File: config.mk
export PLATFORM = sky130hd
export DESIGN_NAME = lbhs_top
export DESIGN_NICKNAME = d
export VERILOG_FILES = /design/src/common/lbhs_pkg.sv /design/src/verilog/lbhs_grant.sv /design/src/verilog/lbhs_top.sv
export SDC_FILE = /design/constraint.sdc
export NUM_CORES = 1
export LEC_CHECK = 0
export ABC_AREA = 1
export CAP_MARGIN = 20
export CORE_AREA = 2 2 39 41
export DETAILED_ROUTE_END_ITERATION = 6
export DIE_AREA = 0 0 41 43
export DONT_BUFFER_PORTS = 1
export GPL_ROUTABILITY_DRIVEN = 0
export RECOVER_POWER = 25
export SYNTH_ARGS = -nofsm -noshare
export SYNTH_HDL_FRONTEND = slang
export SYNTH_SLANG_ARGS = --single-unit
export TNS_END_PERCENT = 30
File: constraint.sdc
create_clock -name clk_i -period 1.65 [get_ports clk_i]
set_clock_uncertainty 0.1 [all_clocks]
set_input_delay 0.165 -clock clk_i [delete_from_list [all_inputs] [get_ports clk_i]]
set_output_delay 0.165 -clock clk_i [all_outputs]
set_load 0.02 [all_outputs]
File: src/common/lbhs_pkg.sv
// Package for the local bus hold and cycle status block.
// Assumes a single 100 MHz clock domain and no software registers.
package lbhs_pkg;

   // Cycle type codes on the three status lines (bit2 bit1 bit0)
   localparam logic [2:0] LBHS_ST_INTA    = 3'h0;
   localparam logic [2:0] LBHS_ST_IO_RD   = 3'h1;
   localparam logic [2:0] LBHS_ST_IO_WR   = 3'h2;
   localparam logic [2:0] LBHS_ST_HALT    = 3'h3;
   localparam logic [2:0] LBHS_ST_CODE    = 3'h4;
   localparam logic [2:0] LBHS_ST_MEM_RD  = 3'h5;
   localparam logic [2:0] LBHS_ST_MEM_WR  = 3'h6;
   localparam logic [2:0] LBHS_ST_PASSIVE = 3'h7;

   // Field positions inside a status code
   localparam int LBHS_BIT_DIR = 1;
   localparam int LBHS_BIT_MIO = 2;

   // Reset values
   localparam logic LBHS_GRANT_RST = 1'b0;
   localparam logic LBHS_FLOAT_RST = 1'b0;

   // Bus clock states
   typedef enum logic [2:0] {
      LBHS_TI, LBHS_T1, LBHS_T2, LBHS_T3, LBHS_TW, LBHS_T4
   } lbhs_tstate_t;

   // Cycle request from the execution side
   typedef struct packed {
      logic       valid;
      logic [2:0] kind;
   } lbhs_cyc_req_t;

   // Pin group driven toward the local bus
   typedef struct packed {
      logic [2:0] status;    // Status line values
      logic [2:0] status_oe_n; // Low while driving
      logic       mio;
      logic       dir;
      logic       ctl_oe_n;  // Bus and control lines driven when low
   } lbhs_pins_t;

endpackage

File: src/verilog/lbhs_grant.sv
// Hold request / grant handshake for minimum mode.
// Assumes the request input is already synchronous to clk_i.
`timescale 1ns/100ps
module lbhs_grant
   import lbhs_pkg::*;
(
   // Clock and reset
   input  wire logic clk_i,
   input  wire logic rstn_i,
   // Bus state
   input  wire logic at_boundary_i,  // In t4 or idle
   input  wire logic need_cycle_i,   // A cycle is about to start
   // Request side
   input  wire logic hold_req_i,
   // Results
   output logic      grant_o,
   output logic      float_o
);

   logic grant_q;
   logic float_q;

   // Grant: rises only at a cycle boundary, falls when request drops
   // [RULE2] grant at boundary
   // [RULE4] release on low request
   always_ff @(posedge clk_i or negedge rstn_i) begin
      if (!rstn_i) begin
         grant_q <= LBHS_GRANT_RST;
      end else if (grant_q) begin
         grant_q <= hold_req_i;
      end else if (hold_req_i && at_boundary_i) begin
         grant_q <= 1'b1;
      end
   end

   // Float: set with the grant, kept until the next own cycle
   // [RULE3] float with grant
   // [RULE5] float until next cycle
   always_ff @(posedge clk_i or negedge rstn_i) begin
      if (!rstn_i) begin
         float_q <= LBHS_FLOAT_RST;
      end else if (!grant_q && hold_req_i && at_boundary_i) begin
         float_q <= 1'b1;
      end else if (!grant_q && need_cycle_i) begin
         float_q <= 1'b0;
      end
   end

   assign grant_o = grant_q;
   assign float_o = float_q | grant_q;

   // [RULE3] float covers grant
   grant_float_a: assert property ( // [RULE3]
      @(posedge clk_i) disable iff (!rstn_i)
      grant_o |-> float_o)
      else $error("grant without float");

   // [RULE2] grant only at boundary
   grant_rise_a: assert property ( // [RULE2]
      @(posedge clk_i) disable iff (!rstn_i)
      $rose(grant_q) |-> $past(at_boundary_i) && $past(hold_req_i))
      else $error("grant rose outside t4 or idle");

   // [RULE4] grant drops after request low
   grant_fall_a: assert property ( // [RULE4]
      @(posedge clk_i) disable iff (!rstn_i)
      grant_q && !hold_req_i |=> !grant_q)
      else $error("grant held after request low");

endmodule

File: src/verilog/lbhs_top.sv
// Local bus hold handshake and cycle status sequencer.
// Assumes the execution side raises cyc_req for one cycle type at a
// time and holds it until cyc_start_o; all inputs are synchronous.
// Operation
// [RULE1] Requester holds request high while wanting bus
// [RULE2] Grant rises only in t4 or idle
// [RULE3] Bus floats together with grant
// [RULE4] Grant falls after request sampled low
// [RULE5] Stay floating until next own cycle
// [RULE6] Request input treated as synchronous
// [RULE7] Valid status in t4, t1, t2; the code shows it in t1 and t2 only
// [RULE8] Passive status in t3 or ready wait
// [RULE9] Status leaving passive in t4 starts cycle; the code leaves passive at the start of t1
// [RULE10] Three-bit low-active cycle type encoding
// [RULE11] Status lines floated during grant
// [RULE12] Mode pin picks minimum or maximum
// [RULE13] Memory/IO and direction mirror status bits
// [RULE14] Running transfer finishes before grant
`timescale 1ns/100ps
module lbhs_top
   import lbhs_pkg::*;
(
   // Clock and reset
   input  wire logic          clk_i,
   input  wire logic          rstn_i,
   // Mode and bus handshake
   input  wire logic          interface_mode_select_i, // High: minimum
   input  wire logic          hold_req_i,
   input  wire logic          ready_i,
   // Execution side
   input  wire lbhs_cyc_req_t cyc_req_i,
   output logic               cyc_start_o,
   output logic               cyc_done_o,
   // Minimum mode pins
   output logic               bus_grant_out_o,
   output logic               mio_o,
   output logic               transfer_direction_line_o,
   output logic               ctl_oe_n_o,
   // Maximum mode status pins
   output logic               cycle_status_bit0_o,
   output logic               cycle_status_bit1_o,
   output logic               cycle_status_bit2_o,
   output logic [2:0]         status_oe_n_o,
   // Bundled pin view
   output lbhs_pins_t         pins_o
);

   lbhs_tstate_t tstate_q;
   logic [2:0]   code_q;
   logic [2:0]   status_q;
   logic         min_mode;
   logic         grant;
   logic         floating;
   logic         at_boundary;
   logic         start;
   logic         hold_block;

   // [RULE12] mode pin selects interface
   assign min_mode = interface_mode_select_i;

   // [RULE14] boundary only in t4 or idle
   assign at_boundary = (tstate_q == LBHS_T4) || (tstate_q == LBHS_TI);

   // A minimum mode request pending or granted keeps new cycles from starting
   // [RULE6] request sampled directly
   assign hold_block = grant || (hold_req_i && min_mode && at_boundary);
   assign start = cyc_req_i.valid && at_boundary && !hold_block;

   // Handshake lives in its own module so the hold logic can be reused
   lbhs_grant u_grant (
      .clk_i        (clk_i),
      .rstn_i       (rstn_i),
      .at_boundary_i(at_boundary && min_mode),
      .need_cycle_i (cyc_req_i.valid && at_boundary),
      .hold_req_i   (hold_req_i && min_mode),
      .grant_o      (grant),
      .float_o      (floating)
   );

   // T-state sequencer; wait states until ready is high in t3
   always_ff @(posedge clk_i or negedge rstn_i) begin
      if (!rstn_i) begin
         tstate_q <= LBHS_TI;
      end else begin
         case (tstate_q)
            LBHS_TI: tstate_q <= start ? LBHS_T1 : LBHS_TI;
            LBHS_T1: tstate_q <= LBHS_T2;
            LBHS_T2: tstate_q <= LBHS_T3;
            LBHS_T3: tstate_q <= ready_i ? LBHS_T4 : LBHS_TW;
            LBHS_TW: tstate_q <= ready_i ? LBHS_T4 : LBHS_TW;
            LBHS_T4: tstate_q <= start ? LBHS_T1 : LBHS_TI;
            default: tstate_q <= LBHS_TI;
         endcase
      end
   end

   // Latch the cycle type when a cycle is launched
   always_ff @(posedge clk_i or negedge rstn_i) begin
      if (!rstn_i) begin
         code_q <= LBHS_ST_PASSIVE;
      end else if (start) begin
         code_q <= cyc_req_i.kind;
      end
   end

   // Status: code in t1 and t2 after launch; passive from t3 on
   // [RULE7] status valid t1 t2, not in t4
   // [RULE8] passive in t3 or ready wait
   // [RULE9] leaving passive marks start
   // [RULE10] code taken from cycle type
   always_ff @(posedge clk_i or negedge rstn_i) begin
      if (!rstn_i) begin
         status_q <= LBHS_ST_PASSIVE;
      end else if (start) begin
         status_q <= cyc_req_i.kind;
      end else if (tstate_q == LBHS_T1 || tstate_q == LBHS_T2) begin
         status_q <= (tstate_q == LBHS_T2) ? LBHS_ST_PASSIVE : code_q;
      end else begin
         status_q <= LBHS_ST_PASSIVE;
      end
   end

   assign cyc_start_o = start;
   assign cyc_done_o  = (tstate_q == LBHS_T4);
   assign bus_grant_out_o = grant;

   // [RULE11] status floats during grant, reads as ones
   // [RULE13] mio and direction mirror status bits
   assign cycle_status_bit0_o = floating ? 1'b1 : status_q[0];
   assign cycle_status_bit1_o = floating ? 1'b1 : status_q[LBHS_BIT_DIR];
   assign cycle_status_bit2_o = floating ? 1'b1 : status_q[LBHS_BIT_MIO];
   assign status_oe_n_o = {3{floating || min_mode}};
   assign mio_o = floating ? 1'b1 : code_q[LBHS_BIT_MIO];
   assign transfer_direction_line_o =
      floating ? 1'b1 : code_q[LBHS_BIT_DIR];
   // [RULE3] control lines float with grant
   assign ctl_oe_n_o = floating;

   assign pins_o = '{status     : {cycle_status_bit2_o,
                                    cycle_status_bit1_o,
                                    cycle_status_bit0_o},
                     status_oe_n: status_oe_n_o,
                     mio        : mio_o,
                     dir        : transfer_direction_line_o,
                     ctl_oe_n   : ctl_oe_n_o};

   // [RULE8] passive two cycles after t1 start
   status_end_a: assert property ( // [RULE8]
      @(posedge clk_i) disable iff (!rstn_i)
      tstate_q == LBHS_T2 |=> status_q == LBHS_ST_PASSIVE)
      else $error("status not passive in t3");

   // [RULE7] code stands in t1
   status_t1_a: assert property ( // [RULE7]
      @(posedge clk_i) disable iff (!rstn_i)
      tstate_q == LBHS_T1 |-> status_q == code_q)
      else $error("status not valid in t1");

   // [RULE7] code still stands in t2
   status_t2_a: assert property ( // [RULE7]
      @(posedge clk_i) disable iff (!rstn_i)
      tstate_q == LBHS_T2 |-> status_q == code_q)
      else $error("status not valid in t2");

   // [RULE8] passive through t3 and waits
   status_pass_a: assert property ( // [RULE8]
      @(posedge clk_i) disable iff (!rstn_i)
      tstate_q == LBHS_T3 || tstate_q == LBHS_TW |-> status_q == 3'h7)
      else $error("status not passive in t3 or wait");

   // [RULE8] ready ends the transfer
   ready_end_a: assert property ( // [RULE8]
      @(posedge clk_i) disable iff (!rstn_i)
      (tstate_q == LBHS_T3 || tstate_q == LBHS_TW) && ready_i
         |=> tstate_q == LBHS_T4)
      else $error("ready did not lead to t4");

   // [RULE9] launch shows new code
   launch_code_a: assert property ( // [RULE9]
      @(posedge clk_i) disable iff (!rstn_i)
      cyc_start_o |=> tstate_q == LBHS_T1
         && status_q == $past(cyc_req_i.kind))
      else $error("launched code not shown in t1");

   // [RULE14] no grant inside a transfer
   grant_idle_a: assert property ( // [RULE14]
      @(posedge clk_i) disable iff (!rstn_i)
      $rose(grant) |-> $past(at_boundary))
      else $error("grant during active transfer");

   // [RULE3] control lines float while granted
   ctl_float_a: assert property ( // [RULE3]
      @(posedge clk_i) disable iff (!rstn_i)
      bus_grant_out_o |-> ctl_oe_n_o)
      else $error("control lines driven during grant");

   // [RULE11] status floated while granted
   status_float_a: assert property ( // [RULE11]
      @(posedge clk_i) disable iff (!rstn_i)
      grant |-> status_oe_n_o == 3'h7 && pins_o.status == 3'h7)
      else $error("status driven during grant");

   // [RULE5] no own cycle while granted
   no_cycle_a: assert property ( // [RULE5]
      @(posedge clk_i) disable iff (!rstn_i)
      grant |-> !cyc_start_o)
      else $error("cycle started while granted");

   // [RULE5] still floating after release
   float_keep_a: assert property ( // [RULE5]
      @(posedge clk_i) disable iff (!rstn_i)
      $fell(grant) |-> ctl_oe_n_o)
      else $error("bus driven again at grant release");

   // [RULE5] own cycle drives bus again
   float_end_a: assert property ( // [RULE5]
      @(posedge clk_i) disable iff (!rstn_i)
      cyc_start_o |=> !ctl_oe_n_o)
      else $error("bus still floating in own cycle");

   // [RULE12] maximum mode drives status
   max_drive_a: assert property ( // [RULE12]
      @(posedge clk_i) disable iff (!rstn_i)
      !min_mode && !floating |-> status_oe_n_o == 3'h0)
      else $error("status not driven in maximum mode");

   // [RULE12] no grant in maximum mode
   max_grant_a: assert property ( // [RULE12]
      @(posedge clk_i) disable iff (!rstn_i)
      !$past(min_mode) |-> !grant)
      else $error("grant raised in maximum mode");

endmodule

==> reports/results.ini, run 1 <==
[place]
dpl.hpwl_microns = 864
placed_area_sq_um = 616
dpl.cell_count = 87
port_buffers = 0

[die]
die_x_microns = 41
die_area_sq_mm = 0.00176
ios = 30
die-height_microns = 43
core.rowCount = 14
start_util_pct = 46.5
core_sq_mm = 0.00138

[logic_synthesis]
ys_ff_latch = 11
yosysSeqAreaShare_pct = 44.0
syn-cell-area_sq_um = 643
synthCells = 79
synth_cell_types = 19
yosysWarnings = 0
syn_area_per_cell_sq_um = 8.14
synth_nets = 88

[clock_tree]
tritoncts = done
clock_latency_ns = 0.25
cts.htree.levels = 1
numCtsBuffers = 3
clock_sinks = 11
cts_buffer_depth = 2
root_buffer = clkbuf_4
clk_pin_slew_ns = 0.07

[detailed_routing]
vias_per_cell = 4.83
ant_nets = 0
vias = 473
wl_per_cell_microns = 11.2
drc = 0
drt_wl_total_microns = 1100
drt_iter0_drc = 6
drt-pass1-iter-count = 4

[power]
p_leak_nw = 0.364
finalPower_mw = 1.58
power.density_mw_per_mm2 = 2190
ir_worst_vdd_mv = 0.979

[cells_and_area]
layout_common_cells = 23 x nand2_1, 6 x inv_1, 6 x dfstp_2
multi_input_area_sq_um = 262
seq_area_sq_um = 283
drive_gt1_share_pct = 34.1
nNetsFinal = 92
finalNonFillerCells = 98
finalInstanceArea_sq_um = 724
nFillCells = 133
n_antenna_cell = 0
syn2layout_area_growth_pct = 12.6
layout_commonest_cell = nand2_1

[worst_setup_path]
worst_path_largest_cell_delay_ns = 0.40
cp_max_fo = 8
crit_type = reg -> out
crit_arrival_ns = 1.28
startpoint = u_grant.grant_o
critPathSlowestCell = dfrtp_1
required_ns = 1.38
reg2reg_depth = 4
path_cells = buf_4 > nor2_4 > nand3_4 > inv_2
cp-end-kind = output port
regToRegStartpoint = u_grant.grant_o
crit_path_start_kind = register

[min_path]
hp-class = in -> reg
min_from = cyc_req_i[3]
min_delay_path_depth = 4

[timing]
slew_violations = 0
worstMarginPinSlew_ns = 0.466
max-slew-margin-rel_pct = 68.8
whs_ns = 0.113
period_share_pct = 93.8
hold_viol = 0
max_freq_ghz = 0.646
setup_violations = 0
finalCriticalPeriod_ns = 1.55
rsz0062_at_grt = no
setup_tns_ns = 0

[global_route]
grt.total_usage_pct = 15.6
grt_pass1_vias = 466
grt_pass1_wl_microns = 1950
antenna_found_initial = 0
gr-total-overflow = 0
grt_max_degree = 12

[job]
drv_cap = 0

[outcome]
outcome = complete, no violations

[layout make-up]
type                            count  area share (%)
Sequential cell                    11            39.0
Multi-Input combinational cell     48            36.1
Timing Repair Buffer               10            13.8
Inverter                            9            4.66
Clock buffer                        4            3.63
Tap cell                           16            2.76
[per-stage QoR]
| step | utilization, % | setup WS [ns] |
|---|---|---|
| after floorplan | - | 0.0681 |
| after global placement | 44.5 | 0.285 |
| after detailed placement | 44.5 | 0.283 |
| after CTS | 50.4 | 0.000141 |
| after global routing | 52.4 | 0.0160 |
| final | 52.4 | 0.102 |
[sequential cells by signal, summed over array words and instances (netlist names)]
signal / count
tstate_q: 3
status_q: 3
code_q: 3
u_grant.grant_o: 1
u_grant.float_q: 1
[cell families after synthesis]
family | after synthesis | share of synthesized area, %
simple gates | 46 | 36.4
buf+inv | 20 | 18.1
flops | 11 | 44.0
compound gates | 2 | 1.55
[Yosys cell counts]
library cell   n  area (sq um)
nor3_1         1          5.00
dfrtp_1        5           125
nand2_2        1          6.26
inv_2          1          3.75
nand3_4        1          17.5
a21oi_1        1          5.00
buf_4         11          82.6
and2_1         1          6.26
nor2_2         3          18.8
dfstp_2        6           158
nand3_2        1          10.0
inv_1          8          30.0
or2_2          4          25.0
nand2_4        1          11.3
nor2_1         5          18.8
nand3_1        2          10.0
nand4_1        3          18.8
nand2_1       23          86.3
o21ai_0        1          5.00
[power by group]
part | leakage (nW) | internal (mW) | switching [mW] | total (mW)
combinational | 0.222 | 0.276 | 0.624 | 0.900
sequential | 0.126 | 0.422 | 0.0920 | 0.514
clock | 0.0150 | 0.0931 | 0.0767 | 0.170
[metal layers]
layer | track usage (%) | part of all wire, %
met1 | 21.6 | 43
met4 | 2.00 | 0
met5 | 0 | 0
met2 | 24.4 | 51
met3 | 4.19 | 6.0
[final timing paths]
path,end,slack [ns]
max,cyc_start_o,0.10
max reg2reg,status_q[0],0.44
min,code_q[1],0.11
min reg2reg,code_q[2],0.37
max in group asynchronous,status_q[1],0.90
min in group asynchronous,tstate_q[2],0.20
[repair_timing]
action                                 in CTS  in global routing
hold buffers                                5                  0
pin swaps                                   0                  1
setup endpoints to repair                   1                  7
setup buffers                               0                  2
resized for setup                           1                  5
endpoints found under the hold margin      18                  0
[critical path, delay by kind of cell (launching register included)]
family / cells / cell delay, ns
flops: 1 / 0.40
buf+inv: 2 / 0.31
simple gates: 2 / 0.31
(Power assumes the default switching activity.)
==> inputs of run 2 (changes only) <==
--- a/config.mk
+++ b/config.mk
@@ -13,6 +13,7 @@
 export DONT_BUFFER_PORTS = 1
 export GPL_ROUTABILITY_DRIVEN = 0
 export RECOVER_POWER = 25
+export SETUP_SLACK_MARGIN = 0.3
 export SYNTH_ARGS = -nofsm -noshare
 export SYNTH_HDL_FRONTEND = slang
 export SYNTH_SLANG_ARGS = --single-unit
==> reports/results.ini, run 2 (synthesis results as in run 1) <==
[outcome]
outcome = finished, violations left  ; was complete, no violations
violations = setup timing

[worst_setup_path]
r2r_end = status_q[0]  ; unchanged
regToRegStartpoint = u_grant.grant_o  ; unchanged
cp_max_fo = 6  ; was 8
crit_path_end = status_oe_n_o[0]  ; was cyc_start_o
startpoint = u_grant.grant_o  ; unchanged
crit_path_start_kind = register  ; unchanged
critPathSlowestCell = dfrtp_2  ; was dfrtp_1
cp_num_cells = 3  ; was 4
crit_family = simple AND/OR/NAND/NOR gates  ; was flip-flops
worst_path_largest_cell_delay_ns = 0.49  ; was 0.40 ns
reg2reg_depth = 4  ; unchanged
crit_type = reg -> out  ; unchanged
reg2reg_slack_ns = 0.39  ; was 0.44 ns
required_ns = 1.38  ; about the same
crit_arrival_ns = 1.41  ; was 1.28 ns
path_cells = nor2_4 > inv_4 > or2_4  ; was buf_4 > nor2_4 > nand3_4 > inv_2
cp-end-kind = output port  ; unchanged
cp_num_buf_inv = 1  ; was 2

[timing]
setup_tns_ns = -0.123  ; was 0 ns
hold_viol = 0  ; unchanged
max-slew-margin-rel_pct = 67.6  ; was 68.8%
setup_ws_ns = -0.0208  ; was 0.102 ns
rsz0062_at_grt = yes  ; was no
max_freq_ghz = 0.599  ; was 0.646 GHz
period_share_pct = 101  ; was 93.8%
slew_violations = 0  ; unchanged
worstMarginPinSlew_ns = 0.485  ; was 0.466 ns
setup_violations = 6  ; was 0
finalCriticalPeriod_ns = 1.67  ; was 1.55 ns

[die]
start_util_pct = 46.5  ; unchanged
die_area_sq_mm = 0.00176  ; unchanged
die-height_microns = 43  ; unchanged
ios = 30  ; unchanged
core_sq_mm = 0.00138  ; unchanged
core.rowCount = 14  ; unchanged
die_x_microns = 41  ; unchanged

[cells_and_area]
multi_input_area_sq_um = 288  ; was 262 sq um
seq_area_sq_um = 284  ; was 283 sq um
layout_common_cells = 21 x nand2_1, 6 x dfstp_2, 5 x inv_1, 5 x nor2_1, 5 x dlygate4sd3_1  ; was 23 x nand2_1, 6 x inv_1, 6 x dfstp_2
syn2layout_area_growth_pct = 11.1  ; was 12.6%
top_regs = code_q x3, status_q x3, tstate_q x3  ; unchanged
layout_commonest_cell = nand2_1  ; unchanged
nFillCells = 137  ; was 133
fin_util_pct = 51.6  ; was 52.4%
finalInstanceArea_sq_um = 714  ; was 724 sq um
n_antenna_cell = 0  ; unchanged
finalNonFillerCells = 94  ; was 98
drive_gt1_share_pct = 35.9  ; was 34.1%
nNetsFinal = 88  ; was 92

[power]
share_comb_of_total_power_pct = 56.2  ; was 56.8%
p_seq_share_pct = 32.3  ; was 32.4%
p_int_mw = 0.773  ; was 0.790 mW
sw_frac_of_total_pct = 52.4  ; was 50.1%
power_switching_mw = 0.851  ; was 0.793 mW
p_leak_nw = 0.342  ; was 0.364 nW
ir_worst_vdd_mv = 0.909  ; was 0.979 mV
power.density_mw_per_mm2 = 2270  ; was 2190 mW/mm^2
clkPwrFrac_pct = 11.5  ; was 10.7%

[global_route]
gr-total-overflow = 0  ; unchanged
grt_pass1_vias = 415  ; was 466
grt_max_degree = 12  ; unchanged
grt_pass1_wl_microns = 1860  ; was 1950 microns
grt.total_usage_pct = 16.3  ; was 15.6%
antenna_found_initial = 0  ; unchanged

[detailed_routing]
drt_wl_total_microns = 1140  ; was 1100 microns
ant_nets = 0  ; unchanged
vias_per_cell = 5.05  ; was 4.83
drt_iter0_drc = 7  ; was 6
vias = 475  ; was 473
wl_per_cell_microns = 12.2  ; was 11.2 microns
drt-pass1-iter-count = 4  ; unchanged
drc = 0  ; unchanged

[job]
drv_cap = 0  ; unchanged

[clock_tree]
clock_latency_ns = 0.27  ; was 0.25 ns
clk_pin_slew_ns = 0.07  ; about the same
numCtsBuffers = 3  ; unchanged
cts.htree.levels = 1  ; unchanged
clock_sinks = 11  ; unchanged
cts_buffer_depth = 2  ; unchanged
root_buffer = clkbuf_4  ; unchanged
tritoncts = done  ; unchanged

[place]
placed_area_sq_um = 599  ; was 616 sq um
port_buffers = 0  ; unchanged
dp_slack_ns = 0.253  ; was 0.283 ns
dpl.hpwl_microns = 809  ; was 864 microns
dpl.cell_count = 84  ; was 87

[min_path]
hp-class = in -> reg  ; unchanged

-- run 2: changes by cell type in the layout (fill, tap and decap cells not counted), moves of 2 or more --
cell | previous run | this run
buf_4 | 4 | 1
nand2_1 | 23 | 21
inv_4 | 0 | 2
or2_4 | 1 | 4
or2_2 | 3 | 0
-- run 2: layout make-up --
type | count | area share, %
Sequential cell | 11 | 39.8
Inverter | 9 | 5.43
Timing Repair Buffer | 6 | 8.06
Tap cell | 16 | 2.80
Multi-Input combinational cell | 48 | 40.3
Clock buffer | 4 | 3.68
-- run 2: layer usage --
layer  track usage (%)  routed length, microns
met2              22.2                     548
met1              22.5                     465
met4              10.0                      33
met5                 0                       0
met3              3.66                      96
-- run 2: tightest hold or removal path, delay by kind of cell --
family	cells	cell delay, ns
AND/OR/NAND/NOR	3	0.25
buffers and inverters	1	0.05
-- run 2: worst min path at each step --
stage	slack (ns)	start	endpoint	depth (start not counted)
6_report	0.09	cyc_req_i[3]	code_q[1]	4
5_1_grt	0.1	cyc_req_i[3]	u_grant.float_q	5
4_1_cts	0.07	cyc_req_i[3]	code_q[1]	4
3_5_place_dp	-0.23	rstn_i	tstate_q[2]	0
3_3_place_gp	-0.23	rstn_i	u_grant.grant_o	0
2_1_floorplan	-0.23	rstn_i	tstate_q[0]	0
-- run 2: what timing repair did --
action	4_1_cts	5_1_grt
pin swaps	2	0
endpoints found under the hold margin	18	0
setup buffers	1	0
hold buffers	5	0
gates resized for setup	6	4
setup endpoints to repair	18	18
-- run 2: power by group through the flow --
stage          Clock (mW)  Sequential (mW)  Combinational, mW
3_3_place_gp            0            0.523              0.791
4_1_cts             0.191            0.515              0.903
6_report            0.187            0.525              0.912
2_1_floorplan           0            0.507              0.885
3_5_place_dp            0            0.520              0.797
5_1_grt             0.209            0.543               1.01
-- run 2: stage by stage --
step	total power, mW	hold slack [ns]
2_1_floorplan	1.39	-0.231
3_3_place_gp	1.31	-0.230
3_5_place_dp	1.32	-0.230
4_1_cts	1.61	0.0724
5_1_grt	1.76	0.0977
6_report	1.62	0.0871
==> inputs of run 3 (changes only) <==
--- a/config.mk
+++ b/config.mk
@@ -7,9 +7,9 @@
 export LEC_CHECK = 0
 export ABC_AREA = 1
 export CAP_MARGIN = 20
-export CORE_AREA = 2 2 39 41
+export CORE_AREA = 2 2 42 44
 export DETAILED_ROUTE_END_ITERATION = 6
-export DIE_AREA = 0 0 41 43
+export DIE_AREA = 0 0 44 46
 export DONT_BUFFER_PORTS = 1
 export GPL_ROUTABILITY_DRIVEN = 0
 export RECOVER_POWER = 25
==> reports/results.ini, run 3 (synthesis results as in run 1) <==
[worst_setup_path]
cp_max_fo = 6  ; unchanged
regToRegStartpoint = u_grant.grant_o  ; unchanged
crit_arrival_ns = 1.38  ; was 1.41 ns
cp_num_cells = 3  ; unchanged
cp-end-kind = output port  ; unchanged
path_cells = nor2_4 > inv_4 > or2_4  ; unchanged
reg2reg_depth = 4  ; unchanged
r2r_end = status_q[2]  ; was status_q[0]
crit_path_end = pins_o[5]  ; was status_oe_n_o[0]
crit_type = reg -> out  ; unchanged
startpoint = u_grant.grant_o  ; unchanged
cp_num_buf_inv = 1  ; unchanged
crit_family = simple AND/OR/NAND/NOR gates  ; unchanged
required_ns = 1.38  ; about the same
worst_path_largest_cell_delay_ns = 0.49  ; about the same
critPathSlowestCell = dfrtp_2  ; unchanged
reg2reg_slack_ns = 0.41  ; was 0.39 ns
crit_path_start_kind = register  ; unchanged

[power]
ir_worst_vdd_mv = 0.759  ; was 0.909 mV
p_seq_share_pct = 32.9  ; was 32.3%
sw_frac_of_total_pct = 51.8  ; was 52.4%
share_comb_of_total_power_pct = 56.0  ; was 56.2%
power_switching_mw = 0.824  ; was 0.851 mW
clkPwrFrac_pct = 11.1  ; was 11.5%
p_int_mw = 0.768  ; was 0.773 mW
p_leak_nw = 0.342  ; about the same
power.density_mw_per_mm2 = 2250  ; was 2270 mW/mm^2

[clock_tree]
clk_pin_slew_ns = 0.07  ; about the same
numCtsBuffers = 3  ; unchanged
cts.htree.levels = 1  ; unchanged
cts_buffer_depth = 2  ; unchanged
clock_sinks = 11  ; unchanged
root_buffer = clkbuf_4  ; unchanged
clock_latency_ns = 0.26  ; was 0.27 ns
tritoncts = done  ; unchanged

[cells_and_area]
n_antenna_cell = 0  ; unchanged
syn2layout_area_growth_pct = 10.1  ; was 11.1%
nFillCells = 160  ; was 137
fin_util_pct = 43.9  ; was 51.6%
finalNonFillerCells = 95  ; was 94
nNetsFinal = 88  ; unchanged
drive_gt1_share_pct = 35.9  ; unchanged
layout_commonest_cell = nand2_1  ; unchanged
layout_common_cells = 21 x nand2_1, 6 x dfstp_2, 5 x inv_1, 5 x nor2_1, 5 x dlygate4sd3_1  ; unchanged
top_regs = code_q x3, status_q x3, tstate_q x3  ; unchanged

[detailed_routing]
wl_per_cell_microns = 11.4  ; was 12.2 microns
vias_per_cell = 4.78  ; was 5.05
drt_iter0_drc = 9  ; was 7
drt_wl_total_microns = 1080  ; was 1140 microns
drc = 0  ; unchanged
drt-pass1-iter-count = 4  ; unchanged
ant_nets = 0  ; unchanged
vias = 454  ; was 475

[die]
core_sq_mm = 0.00161  ; was 0.00138 sq mm
die_x_microns = 44  ; was 41 microns
core.rowCount = 15  ; was 14
die_area_sq_mm = 0.00202  ; was 0.00176 sq mm
ios = 30  ; unchanged
start_util_pct = 39.8  ; was 46.5%
die-height_microns = 46  ; was 43 microns

[timing]
setup_ws_ns = 0.00102  ; was -0.0208 ns
finalCriticalPeriod_ns = 1.65  ; was 1.67 ns
worstMarginPinSlew_ns = 0.480  ; was 0.485 ns
rsz0062_at_grt = yes  ; unchanged
hold_viol = 0  ; unchanged
setup_violations = 0  ; was 6
max-slew-margin-rel_pct = 67.9  ; was 67.6%
max_freq_ghz = 0.606  ; was 0.599 GHz
period_share_pct = 99.9  ; was 101%
slew_violations = 0  ; unchanged

[outcome]
outcome = complete, no violations  ; was finished, violations left

[place]
dp_slack_ns = 0.256  ; was 0.253 ns
dpl.cell_count = 85  ; was 84
dpl.hpwl_microns = 814  ; was 809 microns
port_buffers = 0  ; unchanged

[job]
drv_cap = 0  ; unchanged

[min_path]
hp-class = in -> reg  ; unchanged

[global_route]
antenna_found_initial = 0  ; unchanged
use_met2_pct = 17.1  ; was 22.2%
grt_max_degree = 12  ; unchanged
met3_usage_pct = 2.38  ; was 3.66%
use_met1_pct = 16.0  ; was 22.5%
grt_pass1_vias = 404  ; was 415
grt_busiest_layer = met2  ; was met1
gr-total-overflow = 0  ; unchanged
grt_pass1_wl_microns = 1680  ; was 1860 microns
grt.total_usage_pct = 11.6  ; was 16.3%

-- run 3: how the worst min path moves through the flow --
stage	from	cells after the start	end
6_report	cyc_req_i[3]	4	status_q[1]
5_1_grt	cyc_req_i[3]	4	status_q[1]
4_1_cts	cyc_req_i[3]	4	status_q[1]
3_3_place_gp	rstn_i	0	u_grant.grant_o
3_5_place_dp	rstn_i	0	u_grant.grant_o
2_1_floorplan	rstn_i	0	tstate_q[0]
-- run 3: final cells by class --
type	count	area (sq um)	share of cell area, %
flip-flops and latches	11	284	40.1
multi-input cells	48	283	39.9
repair buffers	6	57.6	8.13
inverters	9	36.3	5.12
clock buffers	4	26.3	3.71
well taps	17	21.3	3.00
-- run 3: power by group through the flow --
stage	registers (mW)	clock network, mW	logic [mW]
after floorplan	0.507	0	0.885
after global placement	0.523	0	0.776
after detailed placement	0.524	0	0.785
after CTS	0.520	0.182	0.802
after global routing	0.539	0.198	0.983
final	0.524	0.177	0.891
-- run 3: timing repair --
item / 4_1_cts / 5_1_grt
hold buffers: 5 / 0
cloned: 0 / 0
endpoints found under the hold margin: 18 / 0
pin swaps: 3 / 0
gates resized for setup: 1 / 7
setup buffers: 0 / 1
setup endpoints to repair: 18 / 18
-- run 3: worst min-delay path: cells and delay by family --
family | cells | cell delay, ns
AND/OR/NAND/NOR | 3 | 0.23
buffers and inverters | 1 | 0.04
-- run 3: layer usage --
layer | vias up | wire length, microns | part of all wire (%)
li1 | 232 | - | -
met1 | 208 | 482 | 45
met2 | 12 | 510 | 47
met3 | 2 | 71 | 6.6
met4 | 0 | 14 | 1.3
met5 | - | 0 | 0
-- run 3: metrics by stage --
| stage | instance area [sq um] | total power, mW | TNS [ns] | hold slack (ns) |
|---|---|---|---|---|
| after floorplan | 681 | 1.39 | 0 | -0.231 |
| after global routing | 708 | 1.72 | -0.339 | 0.105 |
| final | 708 | 1.59 | 0 | 0.0809 |
| after CTS | 677 | 1.50 | -0.0661 | 0.0797 |
| after detailed placement | 601 | 1.31 | 0 | -0.230 |
| after global placement | 601 | 1.30 | 0 | -0.230 |
